### src/rtl/llu_pkg.sv
//////////////////////////////////////////////////////////////////////////////
// Purpose: Shared constants for the lighting link unit.
// Assumes: 8-bit registers on a 32-bit classic Wishbone bus.
// Notes:   Printed offsets are register indices; byte address is index * 4.
//////////////////////////////////////////////////////////////////////////////
package llu_pkg;

  localparam int unsigned ADDR_W = 10;

  // Register indices.
  localparam logic [7:0] IDX_RATE_DIVIDER     = 8'h40;
  localparam logic [7:0] IDX_FORWARD_ADDRESS  = 8'h41;
  localparam logic [7:0] IDX_FORWARD_PAYLOAD  = 8'h42;
  localparam logic [7:0] IDX_BACKWARD_PAYLOAD = 8'h43;
  localparam logic [7:0] IDX_LINK_CONTROL     = 8'h44;
  localparam logic [7:0] IDX_LINK_CTRL_STATUS = 8'h45;

  localparam logic [7:0] REG_RESET = 8'h00;

  // Control register fields.
  localparam int unsigned CR_LINK_ENABLE     = 3;
  localparam int unsigned CR_FRAME_ACK       = 2;
  localparam int unsigned CR_DIRECTION       = 1;
  localparam int unsigned CR_FORCED_TRANSMIT = 0;

  // Status register fields.
  localparam int unsigned SR_IRQ_ENABLE = 7;
  localparam int unsigned SR_EOF_FLAG   = 6;
  localparam int unsigned SR_ERROR_FLAG = 5;
  localparam int unsigned SR_DIRECTION  = 4;

  // Sampling: 16 samples per phase, majority of samples 6, 7 and 8, shift at 9.
  localparam logic [3:0] SAMPLE_LAST  = 4'hF;
  localparam logic [3:0] SAMPLE_MAJ_A = 4'h6;
  localparam logic [3:0] SAMPLE_MAJ_B = 4'h7;
  localparam logic [3:0] SAMPLE_MAJ_C = 4'h8;
  localparam logic [3:0] SAMPLE_SHIFT = 4'h9;

  // Two bit periods are four phases of 16 samples.
  localparam logic [6:0] FAIL_SAMPLES = 7'h40;

  // Forward frame: start bit plus 16 data bits; backward: start plus 8 bits.
  localparam logic [4:0] FWD_BITS   = 5'h11;
  localparam logic [4:0] BWD_BITS   = 5'h09;
  // Idle high phases that end a frame: two stop bits.
  localparam logic [2:0] STOP_PHASES = 3'h4;

  typedef enum logic [1:0] {LLU_IDLE, LLU_RX, LLU_TX, LLU_WAIT_ACK} llu_state_t;

endpackage : llu_pkg

### src/rtl/llu_sample_tick.sv
//////////////////////////////////////////////////////////////////////////////
// Purpose: Sample clock enable at clk / (N+1), sixteen per phase.
// Assumes: Divider value may change at any time; the count restarts only when it is at or above the new value.
// Notes:   One pulse per (N+1) clock cycles.
//////////////////////////////////////////////////////////////////////////////
module llu_sample_tick
  import llu_pkg::*;
(
  input  wire logic       clk_i,
  input  wire logic       rst_i,
  input  wire logic [7:0] divider_i,
  output logic            tick_o
);

  logic [7:0] count_reg;

  always_ff @(posedge clk_i)
  begin
    if (rst_i || count_reg >= divider_i)
      count_reg <= REG_RESET;
    else
      count_reg <= count_reg + 8'h01;
  end

  assign tick_o = (count_reg >= divider_i);

endmodule // llu_sample_tick

### src/rtl/llu_input_sync.sv
//////////////////////////////////////////////////////////////////////////////
// Purpose: Two-stage synchroniser for the serial input pin.
// Assumes: Line idles high.
// Notes:   Only the second stage is visible outside.
//////////////////////////////////////////////////////////////////////////////
module llu_input_sync
(
  input  wire logic clk_i,
  input  wire logic rst_i,
  input  wire logic pin_i,
  output logic      sync_o
);

  logic meta_reg;

  always_ff @(posedge clk_i)
  begin
    if (rst_i)
    begin
      meta_reg <= 1'b1;
      sync_o   <= 1'b1;
    end
    else
    begin
      meta_reg <= pin_i;
      sync_o   <= meta_reg;
    end
  end

endmodule // llu_input_sync

### src/rtl/llu_link.sv
//////////////////////////////////////////////////////////////////////////////
// Purpose: Lighting link unit: bi-phase receive/transmit with register file.
// Assumes: Classic Wishbone slave, 100 MHz clk_i, synchronous reset.
// Notes:   Answers every access with ack one cycle after the request.
//
// What this block does
// - Control bits 7:4 read zero, ignore writes.
// - Enable gates link; changing it resets FSM.
// - Acknowledge bit self-clears; zero after reset.
// - Direction bit: 0 receive, 1 transmit.
// - Forced transmit sends without forward frame.
// - Interrupt enable bit writable, reset zero.
// - Only status bit 7 is writable.
// - End-of-frame flag set after rx/tx frame.
// - Acknowledge clears the end-of-frame flag.
// - Error flag on bad format or failure.
// - Reading status clears the error flag.
// - Direction status: 1 receive, 0 transmit.
// - Status 3:0 captures counter on edges.
// - Sample rate is clk over N+1, sixteen samples per phase.
// - Majority of samples 6,7,8; edge clears counter.
// - Low two bit periods in receive: error.
// - Good forward frame loads address and payload.
//////////////////////////////////////////////////////////////////////////////
//
// The implementer's own choice: the Wishbone register port.
module llu_link
  import llu_pkg::*;
(
  input  wire logic                    clk_i,
  input  wire logic                    rst_i,
  input  wire logic                    wb_cyc_i,
  input  wire logic                    wb_stb_i,
  input  wire logic                    wb_we_i,
  input  wire logic [llu_pkg::ADDR_W-1:0] wb_adr_i,
  input  wire logic [3:0]              wb_sel_i,
  input  wire logic [31:0]             wb_dat_i,
  output logic      [31:0]             wb_dat_o,
  output logic                         wb_ack_o,
  input  wire logic                    link_rx_i,
  output logic                         link_tx_o,
  output logic                         irq_o
);
  import llu_pkg::*;

  function automatic logic majority3(input logic a, input logic b, input logic c);
    majority3 = (a & b) | (a & c) | (b & c);
  endfunction

  //////////////////////////////////////////////////////////////////////////////
  // Bus decode.

  logic       req;
  logic       wr;
  logic       rd;
  logic [7:0] idx;

  assign req = wb_cyc_i && wb_stb_i && !wb_ack_o;
  assign wr  = req && wb_we_i && wb_sel_i[0];
  assign rd  = req && !wb_we_i;
  assign idx = wb_adr_i[ADDR_W-1:2];

  logic [7:0] rate_divider_reg;
  logic [7:0] forward_address_reg;
  logic [7:0] forward_payload_reg;
  logic [7:0] backward_payload_reg;
  logic       link_enable_reg;
  logic       frame_ack_reg;
  logic       direction_reg;
  logic       forced_transmit_reg;
  logic       irq_enable_reg;
  logic       eof_flag_reg;
  logic       error_flag_reg;
  logic [3:0] captured_count_reg;
  llu_state_t state_reg;

  logic       wr_ctrl;
  logic       fsm_restart;
  logic       set_eof;
  logic       set_error;
  logic       load_forward;
  logic [15:0] rx_shift_reg;

  assign wr_ctrl     = wr && idx == IDX_LINK_CONTROL;
  // Only a write that changes the enable bit re-arms the state machine; a plain
  // acknowledge must not, or the reply that it releases would be lost.
  assign fsm_restart = wr_ctrl && (wb_dat_i[CR_LINK_ENABLE] != link_enable_reg);

  always_ff @(posedge clk_i)
  begin
    if (rst_i)
      wb_ack_o <= 1'b0;
    else
      wb_ack_o <= req;
  end

  always_ff @(posedge clk_i)
  begin
    if (rst_i)
    begin
      rate_divider_reg     <= REG_RESET;
      backward_payload_reg <= REG_RESET;
      irq_enable_reg       <= 1'b0;
    end
    else if (wr)
    begin
      if (idx == IDX_RATE_DIVIDER)
        rate_divider_reg <= wb_dat_i[7:0];
      if (idx == IDX_BACKWARD_PAYLOAD)
        backward_payload_reg <= wb_dat_i[7:0];
      if (idx == IDX_LINK_CTRL_STATUS)
        irq_enable_reg <= wb_dat_i[SR_IRQ_ENABLE];
    end
  end

  // Control register; the upper nibble is never stored.
  always_ff @(posedge clk_i)
  begin
    if (rst_i)
    begin
      link_enable_reg     <= 1'b0;
      direction_reg       <= 1'b0;
      forced_transmit_reg <= 1'b0;
      frame_ack_reg       <= 1'b0;
    end
    else if (wr_ctrl)
    begin
      link_enable_reg     <= wb_dat_i[CR_LINK_ENABLE];
      direction_reg       <= wb_dat_i[CR_DIRECTION];
      forced_transmit_reg <= wb_dat_i[CR_FORCED_TRANSMIT];
      frame_ack_reg       <= wb_dat_i[CR_FRAME_ACK];
    end
    else
      frame_ack_reg <= 1'b0;
  end

  always_ff @(posedge clk_i)
  begin
    if (rst_i)
      wb_dat_o <= 32'h0000_0000;
    else if (rd)
      case (idx)
        IDX_RATE_DIVIDER:     wb_dat_o <= {24'h000000, rate_divider_reg};
        IDX_FORWARD_ADDRESS:  wb_dat_o <= {24'h000000, forward_address_reg};
        IDX_FORWARD_PAYLOAD:  wb_dat_o <= {24'h000000, forward_payload_reg};
        IDX_BACKWARD_PAYLOAD: wb_dat_o <= {24'h000000, backward_payload_reg};
        IDX_LINK_CONTROL:     wb_dat_o <= {28'h0000000, link_enable_reg, frame_ack_reg,
                                           direction_reg, forced_transmit_reg};
        IDX_LINK_CTRL_STATUS: wb_dat_o <= {24'h000000, irq_enable_reg, eof_flag_reg, error_flag_reg,
                                           state_reg != LLU_TX, captured_count_reg};
        default:              wb_dat_o <= 32'h0000_0000;
      endcase
  end

  //////////////////////////////////////////////////////////////////////////////
  // Flags. A set in the same cycle as a clear wins.

  always_ff @(posedge clk_i)
  begin
    if (rst_i)
      eof_flag_reg <= 1'b0;
    else if (set_eof)
      eof_flag_reg <= 1'b1;
    else if (wr_ctrl && wb_dat_i[CR_FRAME_ACK])
      eof_flag_reg <= 1'b0;
  end

  always_ff @(posedge clk_i)
  begin
    if (rst_i)
      error_flag_reg <= 1'b0;
    else if (set_error)
      error_flag_reg <= 1'b1;
    else if (rd && idx == IDX_LINK_CTRL_STATUS)
      error_flag_reg <= 1'b0;
  end

  assign irq_o = irq_enable_reg & eof_flag_reg;

  always_ff @(posedge clk_i)
  begin
    if (rst_i)
    begin
      forward_address_reg <= REG_RESET;
      forward_payload_reg <= REG_RESET;
    end
    else if (load_forward)
    begin
      forward_address_reg <= rx_shift_reg[15:8];
      forward_payload_reg <= rx_shift_reg[7:0];
    end
  end

  //////////////////////////////////////////////////////////////////////////////
  // Sampling of the line.

  logic tick;
  logic line;

  llu_sample_tick u_tick
  (
    .clk_i     (clk_i),
    .rst_i     (rst_i),
    .divider_i (rate_divider_reg),
    .tick_o    (tick)
  );

  llu_input_sync u_sync
  (
    .clk_i  (clk_i),
    .rst_i  (rst_i),
    .pin_i  (link_rx_i),
    .sync_o (line)
  );

  logic       line_prev_reg;
  logic [3:0] sample_cnt_reg;
  logic [2:0] maj_reg;
  logic       edge_seen;
  logic       phase_level;
  logic [6:0] low_cnt_reg;

  assign edge_seen   = tick && (line != line_prev_reg);
  assign phase_level = majority3(maj_reg[0], maj_reg[1], maj_reg[2]);

  always_ff @(posedge clk_i)
  begin
    if (rst_i)
    begin
      line_prev_reg      <= 1'b1;
      sample_cnt_reg     <= 4'h0;
      captured_count_reg <= 4'h0;
      maj_reg            <= 3'h7;
    end
    else if (tick)
    begin
      line_prev_reg <= line;
      if (edge_seen)
      begin
        captured_count_reg <= sample_cnt_reg;
        sample_cnt_reg     <= 4'h0;
      end
      else
        sample_cnt_reg <= sample_cnt_reg + 4'h1;
      if (sample_cnt_reg == SAMPLE_MAJ_A)
        maj_reg[0] <= line;
      if (sample_cnt_reg == SAMPLE_MAJ_B)
        maj_reg[1] <= line;
      if (sample_cnt_reg == SAMPLE_MAJ_C)
        maj_reg[2] <= line;
    end
  end

  // Line failure counter runs in every state except transmit.
  always_ff @(posedge clk_i)
  begin
    if (rst_i || line || state_reg == LLU_TX)
      low_cnt_reg <= 7'h00;
    else if (tick && low_cnt_reg != FAIL_SAMPLES)
      low_cnt_reg <= low_cnt_reg + 7'h01;
  end

  //////////////////////////////////////////////////////////////////////////////
  // Frame state machine.

  logic [1:0] pre_reg;
  logic [4:0] bit_cnt_reg;
  logic       phase_reg;
  logic [2:0] idle_cnt_reg;
  logic [8:0] tx_shift_reg;
  logic       tx_line_reg;
  logic       phase_end;
  logic       rx_strobe;
  logic       fail_hit;

  // In transmit the sample counter never sees line edges from us, so a phase
  // ends on the counter's own wrap.
  assign phase_end = tick && sample_cnt_reg == SAMPLE_LAST;
  assign rx_strobe = tick && sample_cnt_reg == SAMPLE_SHIFT;
  assign fail_hit  = tick && low_cnt_reg == FAIL_SAMPLES - 7'h01 && state_reg != LLU_TX;

  always_ff @(posedge clk_i)
  begin
    set_eof      <= 1'b0;
    set_error    <= 1'b0;
    load_forward <= 1'b0;
    if (rst_i || fsm_restart || !link_enable_reg)
    begin
      state_reg    <= LLU_IDLE;
      phase_reg    <= 1'b0;
      bit_cnt_reg  <= 5'h00;
      pre_reg      <= 2'h0;
      idle_cnt_reg <= 3'h0;
      rx_shift_reg <= 16'h0000;
      tx_shift_reg <= 9'h000;
      tx_line_reg  <= 1'b1;
      // A freshly enabled link starts at once when forced.
      if (!rst_i && fsm_restart && wb_dat_i[CR_LINK_ENABLE] && wb_dat_i[CR_FORCED_TRANSMIT])
      begin
        state_reg    <= LLU_TX;
        tx_shift_reg <= {1'b1, backward_payload_reg};
      end
    end
    else
    begin
      if (fail_hit)
      begin
        set_error <= 1'b1;
        state_reg <= LLU_IDLE;
      end
      else
        case (state_reg)
          LLU_IDLE:
            if (forced_transmit_reg)
            begin
              state_reg    <= LLU_TX;
              tx_shift_reg <= {1'b1, backward_payload_reg};
              phase_reg    <= 1'b0;
              bit_cnt_reg  <= 5'h00;
              idle_cnt_reg <= 3'h0;
            end
            else if (rx_strobe && !phase_level)
            begin
              // First phase of the start bit is low; the pre-shifter forgets the last frame.
              state_reg   <= LLU_RX;
              phase_reg   <= 1'b1;
              bit_cnt_reg <= 5'h00;
              pre_reg     <= 2'h0;
            end
          LLU_RX:
            if (rx_strobe)
            begin
              pre_reg   <= {pre_reg[0], phase_level};
              phase_reg <= !phase_reg;
              if (phase_reg)
              begin
                if (pre_reg[0] == phase_level)
                begin
                  // A bit without mid-phase transition is a format error unless it is the stop idle.
                  state_reg <= LLU_IDLE;
                  if (!(phase_level && bit_cnt_reg == FWD_BITS))
                    set_error <= 1'b1;
                  else
                  begin
                    load_forward <= 1'b1;
                    set_eof      <= 1'b1;
                    state_reg    <= LLU_WAIT_ACK;
                  end
                end
                else
                begin
                  bit_cnt_reg  <= bit_cnt_reg + 5'h01;
                  rx_shift_reg <= {rx_shift_reg[14:0], phase_level};
                end
              end
            end
          LLU_TX:
            if (phase_end)
            begin
              phase_reg <= !phase_reg;
              if (bit_cnt_reg == BWD_BITS)
              begin
                tx_line_reg  <= 1'b1;
                idle_cnt_reg <= idle_cnt_reg + 3'h1;
                if (idle_cnt_reg == STOP_PHASES)
                begin
                  set_eof   <= 1'b1;
                  state_reg <= LLU_WAIT_ACK;
                end
              end
              else if (!phase_reg)
                tx_line_reg <= !tx_shift_reg[8];
              else
              begin
                tx_line_reg  <= tx_shift_reg[8];
                tx_shift_reg <= {tx_shift_reg[7:0], 1'b0};
                bit_cnt_reg  <= bit_cnt_reg + 5'h01;
              end
            end
          LLU_WAIT_ACK:
            ;
          default:
            state_reg <= LLU_IDLE;
        endcase
      // Acknowledge releases the next transfer in the chosen direction.
      if (frame_ack_reg && state_reg == LLU_WAIT_ACK)
      begin
        phase_reg    <= 1'b0;
        bit_cnt_reg  <= 5'h00;
        idle_cnt_reg <= 3'h0;
        if (direction_reg || forced_transmit_reg)
        begin
          state_reg    <= LLU_TX;
          tx_shift_reg <= {1'b1, backward_payload_reg};
        end
        else
          state_reg <= LLU_IDLE;
      end
    end
  end

  assign link_tx_o = tx_line_reg;

endmodule // llu_link

### config.mk
export PLATFORM = sky130hd
export DESIGN_NAME = llu_link
export DESIGN_NICKNAME = d
export VERILOG_FILES = /design/src/rtl/llu_pkg.sv /design/src/rtl/llu_sample_tick.sv /design/src/rtl/llu_input_sync.sv /design/src/rtl/llu_link.sv
export SDC_FILE = /design/constraint.sdc
export NUM_CORES = 1
export LEC_CHECK = 0
export BUFFER_PORTS_ARGS = -buffer_cell sky130_fd_sc_hd__buf_2
export CAP_MARGIN = 20
export CORE_ASPECT_RATIO = 0.6
export CORE_MARGIN = 1.5
export CORE_UTILIZATION = 25
export DETAILED_ROUTE_END_ITERATION = 8
export PLACE_DENSITY_LB_ADDON = 0.08
export SETUP_SLACK_MARGIN = 0.15
export SYNTH_ARGS = -nofsm -noshare
export SYNTH_HDL_FRONTEND = slang
export SYNTH_HIERARCHICAL = 1
export SYNTH_SLANG_ARGS = --single-unit
### constraint.sdc
create_clock -name clk_i -period 7.4 [get_ports clk_i]
set_input_delay 1.48 -clock clk_i [delete_from_list [all_inputs] [get_ports clk_i]]
set_output_delay 1.48 -clock clk_i [all_outputs]
set_load 0.05 [all_outputs]
# Yosys cells after proc, flatten, opt, wreduce, memory -nomap -nowiden
# Index checks and enable logic that the tools add are counted.
# totals
ff_bits	142
# classes
addsub	5
n_lt_le_gt_ge	1
eq_ne	41
muxes	69
bitwise	10
reduce_logical	59
# op_table
operator	count
$mux 9	9
$eq 8x7->1 const B	6
$pmux 8 s6	1
$mux 5	8
$mux 2	14
$mux 1	26
$logic_and 1x1->1	21
$ne 2x2->1 const B	10
$reduce_and 5->1	4
$pmux 9 s2	1
$ne 5x5->1 const B	3
$pmux 5 s3	1
$reduce_and 2->1	7
$eq 4x4->1 const B	3
$ne 5x2->1 const B	2
$mux 3	3
$reduce_and 9->1	1
$add 8x1->8 const B	1
$eq 4x3->1 const B	2
$ge 8x8->1	1
$reduce_and 8->1	1
$reduce_bool 2->1	4
$add 7x1->7 const B	1
$eq 7x6->1 const B	1
other kinds (31)	54

# Logic depth before layout (Yosys ltp)
# Gate-level depths: netlist (run 1).
# logic_depth
word_depth	12
mapped_depth	13
depth_no_buf	10

# Cells and area by module
# Netlist (run 1), hierarchy kept.
# by_module_without_submodules
module	instances	cells_per_inst	area_per_inst_um2	seq_area_each_um2
llu_link	1	585	5445.2	2182.1
llu_sample_tick	1	59	534.3	160.2
llu_input_sync	1	4	52.6	40.0

# Worst setup path after synthesis (run 1)
# Ideal clock, no wire load.
# synth_path
kind	input -> register
startpoint	input port wb_adr_i[7] in the netlist's numbering
endpoint	register state_reg[0] (enable)
setup_ns	0.323
arrival_ns	2.995
t_required_ns	7.077
slack_ns	4.082
path_stages	7
n_path_buf	2
path_cell_list	or4b_1 -> buf_6 -> nor4_4 -> or2_1 -> buf_6 -> nor2_1 -> a32oi_1
# synth_via
elab_chain_len	7
word_cells_on_any_way	14
cone_classes	eq/ne (8); reduce/logical (6)
# synth_lines
item	line_no	source
start, declared	llu_link.sv:35	input wire logic [llu_pkg::ADDR_W-1:0] wb_adr_i,
$eq 8x7->1 *	llu_link.sv:84	assign wr_ctrl = wr && idx == IDX_LINK_CONTROL;
$logic_and 1x1->1 *	llu_link.sv:84	
$logic_and 1x1->1 *	llu_link.sv:87	assign fsm_restart = wr_ctrl && (wb_dat_i[CR_LINK_ENABLE] != link_enable_reg);
$logic_or 1x1->1 * (2 in a row)	llu_link.sv:287	if (rst_i || fsm_restart || !link_enable_reg)
$ne 6x6->1 (no line), or another cell as far along	--	
$reduce_and 8->1 (no line) *	--	
end signal, assigned	llu_link.sv:289	state_reg <= LLU_IDLE;
end signal, assigned	llu_link.sv:300	state_reg <= LLU_TX;
end signal, assigned	llu_link.sv:309	state_reg <= LLU_IDLE;
end, declared	llu_link.sv:75	llu_state_t state_reg;
# Mark *: on every way between the ends. The rest lies on a longest branch, timed or not.
# A chain may end at the register's enable or synchronous reset.

# Worst setup path after layout (run 1)
# Same ends and word-level chain as after synthesis.

==> results.sh, run 1 <==
export IMPL_status="finished, final reports clean"
export IMPL_diodes=0
export IMPL_tightest_slew_ns=1.08
export IMPL_synth_edf_count=2
export IMPL_critPathRequiredTime_ns=7.51
export IMPL_yosys_area_top_type="dfxtp_1"
export IMPL_grt_pass1_vias=4434
export IMPL_path_delay_family="simple AND/OR/NAND/NOR gates"
export IMPL_largest_reg_flops=16
export IMPL_cts_max_level=4
export IMPL_placed_area_sq_um=6360
export IMPL_rows=43
export IMPL_cts_resized=0
export IMPL_drt_wl_total_mm=16.9
export IMPL_yosysWarnings=6
export IMPL_first_pass_iters=5
export IMPL_ir_drop_v=0.000149
export IMPL_cts_setup_buffers=0
export IMPL_power_switching_uw=360
export IMPL_async_reset_ff_share_pct=0
export IMPL_crit_type="in -> reg"
export IMPL_clkSinkCount=118
export IMPL_antenna_found_initial=0
export IMPL_cp_start_kind="input pin"
export IMPL_cp_slowest_cell="or2_1"
export IMPL_routed_via_density=4.74
export IMPL_ant_nets=0
export IMPL_io_buffers=33
export IMPL_grt_total_usage_pct=14.2
export IMPL_ios=87
export IMPL_ys_ff_latch=118
export IMPL_tns_ns=0
export IMPL_routedWlPerCell_microns=17.0
export IMPL_drc=0
export IMPL_hold_viol=0
export IMPL_fmax_mhz=249
export IMPL_drt_iter0_drc=285
export IMPL_maxSlewHeadroom_pct=27.8
export IMPL_seq_area_frac_synth_pct=39.5
export IMPL_cts_buffers=17
export IMPL_power_share_switching_pct=23.8
export IMPL_dp_hpwl_mm=12.6
export IMPL_grt_first_pass_wirelength_mm=26.3
export IMPL_finalSetupViolCount=0
export IMPL_period_share_pct=54.3
export IMPL_drv_slew=0
export IMPL_crit_fanout=26
export IMPL_skew_ns=0.00937
export IMPL_synth_area_top_cells="dfxtp_1, mux2i_1, nor2_1, ha_1, buf_4"
export IMPL_clock_power_share_pct=52.3
export IMPL_reg2reg_from="rate_divider_reg[3]$_SDFFE_PP0P_"
export IMPL_final_cells=998
export IMPL_core_sq_um=23400
export IMPL_crit_path_end_kind="flop"
export IMPL_fin_nets=750
export IMPL_pwr_share_comb_pct=5.1
export IMPL_cts_hold_buf=0
export IMPL_synth_area_per_cell_sq_um=9.31
export IMPL_pwr_share_seq_pct=42.6
export IMPL_tritoncts="yes"
export IMPL_rrSetupSlack_ns=3.91
export IMPL_num_vias=4729
export IMPL_synth_top_area_share_pct=38.5
export IMPL_drv_cap=0
export IMPL_synthCells=648
export IMPL_rsz0062_at_grt="false"
export IMPL_clockRootBuffer="clkbuf_16"
export IMPL_grt_max_degree=62
export IMPL_die_width_microns=204
export IMPL_intPower_uw=1150
export IMPL_start_util_pct=25.8
export IMPL_min_period_ns=4.02
export IMPL_dpl_cell_count=968
export IMPL_nFillCells=2472
export IMPL_netlist_area_sq_um=6030
export IMPL_crit_buf_inv=1
export IMPL_fin_area_sq_um=6920
export IMPL_routabilityCongestion=0.854
export IMPL_p_per_area_nw_per_um2=219
export IMPL_die_y_microns=123
export IMPL_drive_gt1_share_pct=14.1
export IMPL_hold_class="reg -> reg"
export IMPL_ys_flop_type="dfxtp_1"
export IMPL_path_cells="buf_2 -> or4b_1 -> nor4_4 -> or2_1 -> nor2_1 -> a32oi_1"
export IMPL_arrival_ns=4.13
export IMPL_cp_startpoint="wb_adr_i[7]"
export IMPL_die_area_sq_um=25100
export IMPL_grt_overflow=0
export IMPL_clk_pin_slew_ns=0.06
export IMPL_final_cell_mix="dfxtp_1, nor2_1, mux2i_1, a21oi_1, buf_2"
export IMPL_cellLeakagePower_uw=0.00242
export IMPL_ys_types=73
export IMPL_final_core_util_pct=29.6
export IMPL_clk_latency_ns=0.42
export IMPL_area_delta_synth_final_pct=14.7
export IMPL_critical_path_max_stage_delay_ns=0.87
export IMPL_cts_buffer_depth=2
export IMPL_min_from="u_sync/meta_reg$_SDFF_PP1_"
export IMPL_final_common_cell="dfxtp_1"
[routing by layer]
layer / wire length [microns] / vias up / global-route usage [%]
met2: 6240 / 79 / 18.0
met3: 874 / 11 / 4.88
met4: 150 / 0 / 4.31
li1: - / 2326 / -
met5: 0 / - / 0
met1: 9670 / 2313 / 21.6
[synthesized netlist by cell type, types with 3 or more instances]
library cell and instances:
buf_4 28, o211ai_1 3, dfxtp_1 116, a211oi_1 5, clkbuf_1 14, or2_1 3
nand2b_1 4, or3_1 9, buf_6 5, a22o_1 12, buf_1 3, a21oi_1 38
mux2i_1 49, nand3_1 25, mux2_2 4, o22ai_1 7, mux4_2 4, ha_1 26
buf_2 4, or4_1 3, a221o_1 5, a211o_1 4, nand2_1 28, nor4_4 4
or2_2 3, and3_1 5, o21ai_0 11, nor2b_1 6, a22oi_1 9, xor2_1 10
xnor2_1 5, a21o_1 4, nor2_1 93, a311o_1 3, nand4_1 7, inv_1 25
nor3_1 11, nand3b_1 4, o2bb2ai_1 8, and2_1 4
[final timing paths]
| path | end | cells past startpoint |
|---|---|---|
| worst min-delay path | u_sync/sync_o$_SDFF_PP1_ | 1 |
| worst min register to register | u_sync/sync_o$_SDFF_PP1_ | 1 |
| worst max register to register | state_reg[0]$_SDFFCE_PP0P_ | 11 |
| worst max-delay path | state_reg[0]$_SDFFCE_PP0P_ | 6 |
[logic make-up (layout without fill, tap and decap cells)]
logic type / after synthesis / after routing / share of synthesized area (%)
flops: 118 / 118 / 39.5
compound gates: 123 / 123 / 14.6
xor+xnor: 15 / 15 / 2.18
buf+inv: 80 / 92 / 7.45
simple gates: 227 / 227 / 20.2
mux: 57 / 57 / 10.4
fa+ha+maj: 27 / 27 / 5.58
other cells: 1 / 24 / 0.0622
[area by class of cell]
class	count	area [sq um]	area share (%)
clock buffers	20	447	6.46
flip-flops and latches	118	2380	34.4
clock inverters	10	108	1.56
repair buffers	37	195	2.82
inverters	25	93.8	1.36
multi-input cells	473	3300	47.7
well taps	315	394	5.70
[power groups by stage]
stage / logic [uW] / clock network (uW) / registers (uW)
after global routing: 82.6 / 840 / 645
after floorplan: 64.1 / 0 / 662
final: 76.6 / 792 / 645
after detailed placement: 76.9 / 0 / 659
after global placement: 76.7 / 0 / 658
after CTS: 77.0 / 813 / 645
[through the flow]
stage / hold WS (ns) / setup WS, ns / total power [uW]
after floorplan: 0.385 / 4.08 / 726
after global placement: 0.396 / 2.95 / 735
after detailed placement: 0.403 / 2.92 / 736
after CTS: 0.418 / 3.36 / 1530
after global routing: 0.438 / 3.18 / 1570
final: 0.410 / 3.38 / 1510
(Power assumes the default switching activity.)
==> run 2, diff against run 1 <==
- ABC_AREA: unset -> 1
- clock period: 7.4 -> 3.5 ns (I/O delays scaled with it)
==> results.sh, run 2 <==
export IMPL_largest_reg_flops=16
export IMPL_routedWlPerCell_microns=14.6
export IMPL_ys_types=47
export IMPL_hold_class="reg -> reg"
export IMPL_min_period_ns=3.03
export IMPL_r2r_end="state_reg[1]$_DFFE_PP_"
export IMPL_drv_cap=0
export IMPL_ant_nets=0
export IMPL_synthCells=908
export IMPL_crit_path_end_kind="flop"
export IMPL_power_share_switching_pct=22.9
export IMPL_synth_top_area_share_pct=36.1
export IMPL_cp_start_kind="flop"
export IMPL_hold_viol=0
export IMPL_crit_fanout=9
export IMPL_tns_ns=0
export IMPL_drt_iter0_drc=366
export IMPL_dp_hpwl_mm=14.1
export IMPL_cts_resized=0
export IMPL_grt_total_usage_pct=14.7
export IMPL_tightest_slew_ns=0.676
export IMPL_skew_ns=0.00869
export IMPL_reg2reg_from="rate_divider_reg[7]$_SDFFE_PP0P_"
export IMPL_cts_hold_buf=0
export IMPL_die_y_microns=127
export IMPL_synth_area_per_cell_sq_um=7.08
export IMPL_synth_area_top_cells="dfxtp_1, nand2_1, nor2_1, nand3_1, ha_1"
export IMPL_cts_buffers=17
export IMPL_io_buffers=33
export IMPL_seq_area_frac_synth_pct=37.0
export IMPL_maxSlewHeadroom_pct=54.8
export IMPL_drv_slew=0
export IMPL_drive_gt1_share_pct=13.9
export IMPL_arrival_ns=3.16
export IMPL_tritoncts="yes"
export IMPL_pwr_share_seq_pct=42.6
export IMPL_die_area_sq_um=26700
export IMPL_placed_area_sq_um=6840
export IMPL_die_width_microns=210
export IMPL_p_total_uw=3190
export IMPL_intPower_uw=2460
export IMPL_crit_type="reg -> reg"
export IMPL_routed_via_density=4.30
export IMPL_rrSetupSlack_ns=0.47
export IMPL_synth_edf_count=2
export IMPL_diodes=0
export IMPL_final_cell_mix="nand2_1, dfxtp_1, nor2_1, inv_1, nand3_1"
export IMPL_fin_area_sq_um=7400
export IMPL_yosys_area_top_type="dfxtp_1"
export IMPL_rsz0062_at_grt="false"
export IMPL_fin_nets=1023
export IMPL_p_per_area_nw_per_um2=432
export IMPL_rows=45
export IMPL_power_switching_uw=731
export IMPL_ys_flop_type="dfxtp_1"
export IMPL_critPathRequiredTime_ns=3.62
export IMPL_cellLeakagePower_uw=0.00312
export IMPL_netlist_area_sq_um=6430
export IMPL_fmax_mhz=330
export IMPL_routabilityCongestion=0.775
export IMPL_async_reset_ff_share_pct=0
export IMPL_period_share_pct=86.7
export IMPL_antenna_found_initial=0
export IMPL_start_util_pct=25.4
export IMPL_dpl_cell_count=1255
export IMPL_reg2reg_depth=14
export IMPL_final_cells=1283
export IMPL_grt_first_pass_wirelength_mm=29.6
export IMPL_drc=0
export IMPL_drt_wl_total_mm=18.7
export IMPL_ir_drop_v=0.000290
export IMPL_first_pass_iters=7
export IMPL_num_vias=5514
export IMPL_ios=87
export IMPL_cts_buffer_depth=2
export IMPL_pwr_share_comb_pct=4.6
export IMPL_cts_max_level=4
export IMPL_clockRootBuffer="clkbuf_16"
export IMPL_clk_latency_ns=0.43
export IMPL_status="finished, final reports clean"
export IMPL_grt_overflow=0
export IMPL_yosysWarnings=6
export IMPL_grt_max_degree=37
export IMPL_cp_startpoint="rate_divider_reg[7]$_SDFFE_PP0P_"
export IMPL_finalSetupViolCount=0
export IMPL_clkSinkCount=118
export IMPL_yosys_cell_count_top_type="nand2_1"
export IMPL_final_common_cell="nand2_1"
export IMPL_ys_top_cells_by_count="nand2_1, dfxtp_1, nor2_1"
export IMPL_cts_setup_buffers=0
export IMPL_area_delta_synth_final_pct=15.0
export IMPL_grt_pass1_vias=5044
export IMPL_core_sq_um=25300
export IMPL_clk_pin_slew_ns=0.05
export IMPL_ys_ff_latch=118
export IMPL_clock_power_share_pct=52.8
export IMPL_endpoint="state_reg[1]$_DFFE_PP_"
## run 2: kinds of logic (layout without fill, tap and decap cells)
kind of cell	count (synthesis)	after routing	synth area share (%)
compound gates	125	125	10.6
xor+xnor	12	12	1.63
fa+ha+maj	26	26	5.06
buf+inv	139	162	10.2
flops	118	118	37.0
other cells	1	24	0.0583
simple gates	487	487	35.3
## run 2: critical path, cell delays in order (launching register included)
cell     delay, ns
dfxtp_1       0.36
inv_1         0.06
ha_1          0.29
nand2_1       0.08
nor2_1        0.16
nand2_1       0.10
nand3_1       0.46
nand4_1       0.49
nand2_2       0.24
nand2_1       0.07
inv_1         0.05
nand3_1       0.07
nand2_1       0.07
nand2_1       0.06
nor2_1        0.15
## run 2: layout make-up
class                      count  area [sq um]
sequential                   118          2380
clock buffer                  23           478
tap                          329           412
timing repair buffer          40           218
multi-input combinational    674          3480
clock inverter                 5          75.1
fill                        2794         17900
inverter                      94           355
## run 2: power groups by stage
| stage | logic, uW | clock network [uW] | registers (uW) |
|---|---|---|---|
| 2_1_floorplan | 128 | 0 | 1390 |
| 5_1_grt | 159 | 1810 | 1360 |
| 6_report | 147 | 1690 | 1360 |
| 4_1_cts | 147 | 1750 | 1360 |
| 3_5_place_dp | 147 | 0 | 1390 |
| 3_3_place_gp | 148 | 0 | 1390 |
## run 2: layer usage
layer | global-route usage (%) | share of wire (%)
met5 | 0 | 0
met4 | 4.32 | 0.88
met3 | 3.34 | 3.8
met2 | 16.7 | 33
met1 | 25.1 | 63
## run 2: stage by stage
step           util [%]  setup WS (ns)  hold slack (ns)
5_1_grt            29.3          0.187            0.435
3_3_place_gp       27.1          0.471            0.391
6_report           29.3          0.467            0.404
4_1_cts            29.3          0.454            0.406
3_5_place_dp       27.1          0.470            0.393
2_1_floorplan         -           1.33            0.380
## run 2: worst min-delay path by stage
stage                                          start                        to  cells after the start
after global placement    u_sync/meta_reg$_SDFF_PP1_  u_sync/sync_o$_SDFF_PP1_                      2
after global routing      u_sync/meta_reg$_SDFF_PP1_  u_sync/sync_o$_SDFF_PP1_                      2
after floorplan           u_sync/meta_reg$_SDFF_PP1_  u_sync/sync_o$_SDFF_PP1_                      2
final                     u_sync/meta_reg$_SDFF_PP1_  u_sync/sync_o$_SDFF_PP1_                      2
after detailed placement  u_sync/meta_reg$_SDFF_PP1_  u_sync/sync_o$_SDFF_PP1_                      2
after CTS                 u_sync/meta_reg$_SDFF_PP1_  u_sync/sync_o$_SDFF_PP1_                      2
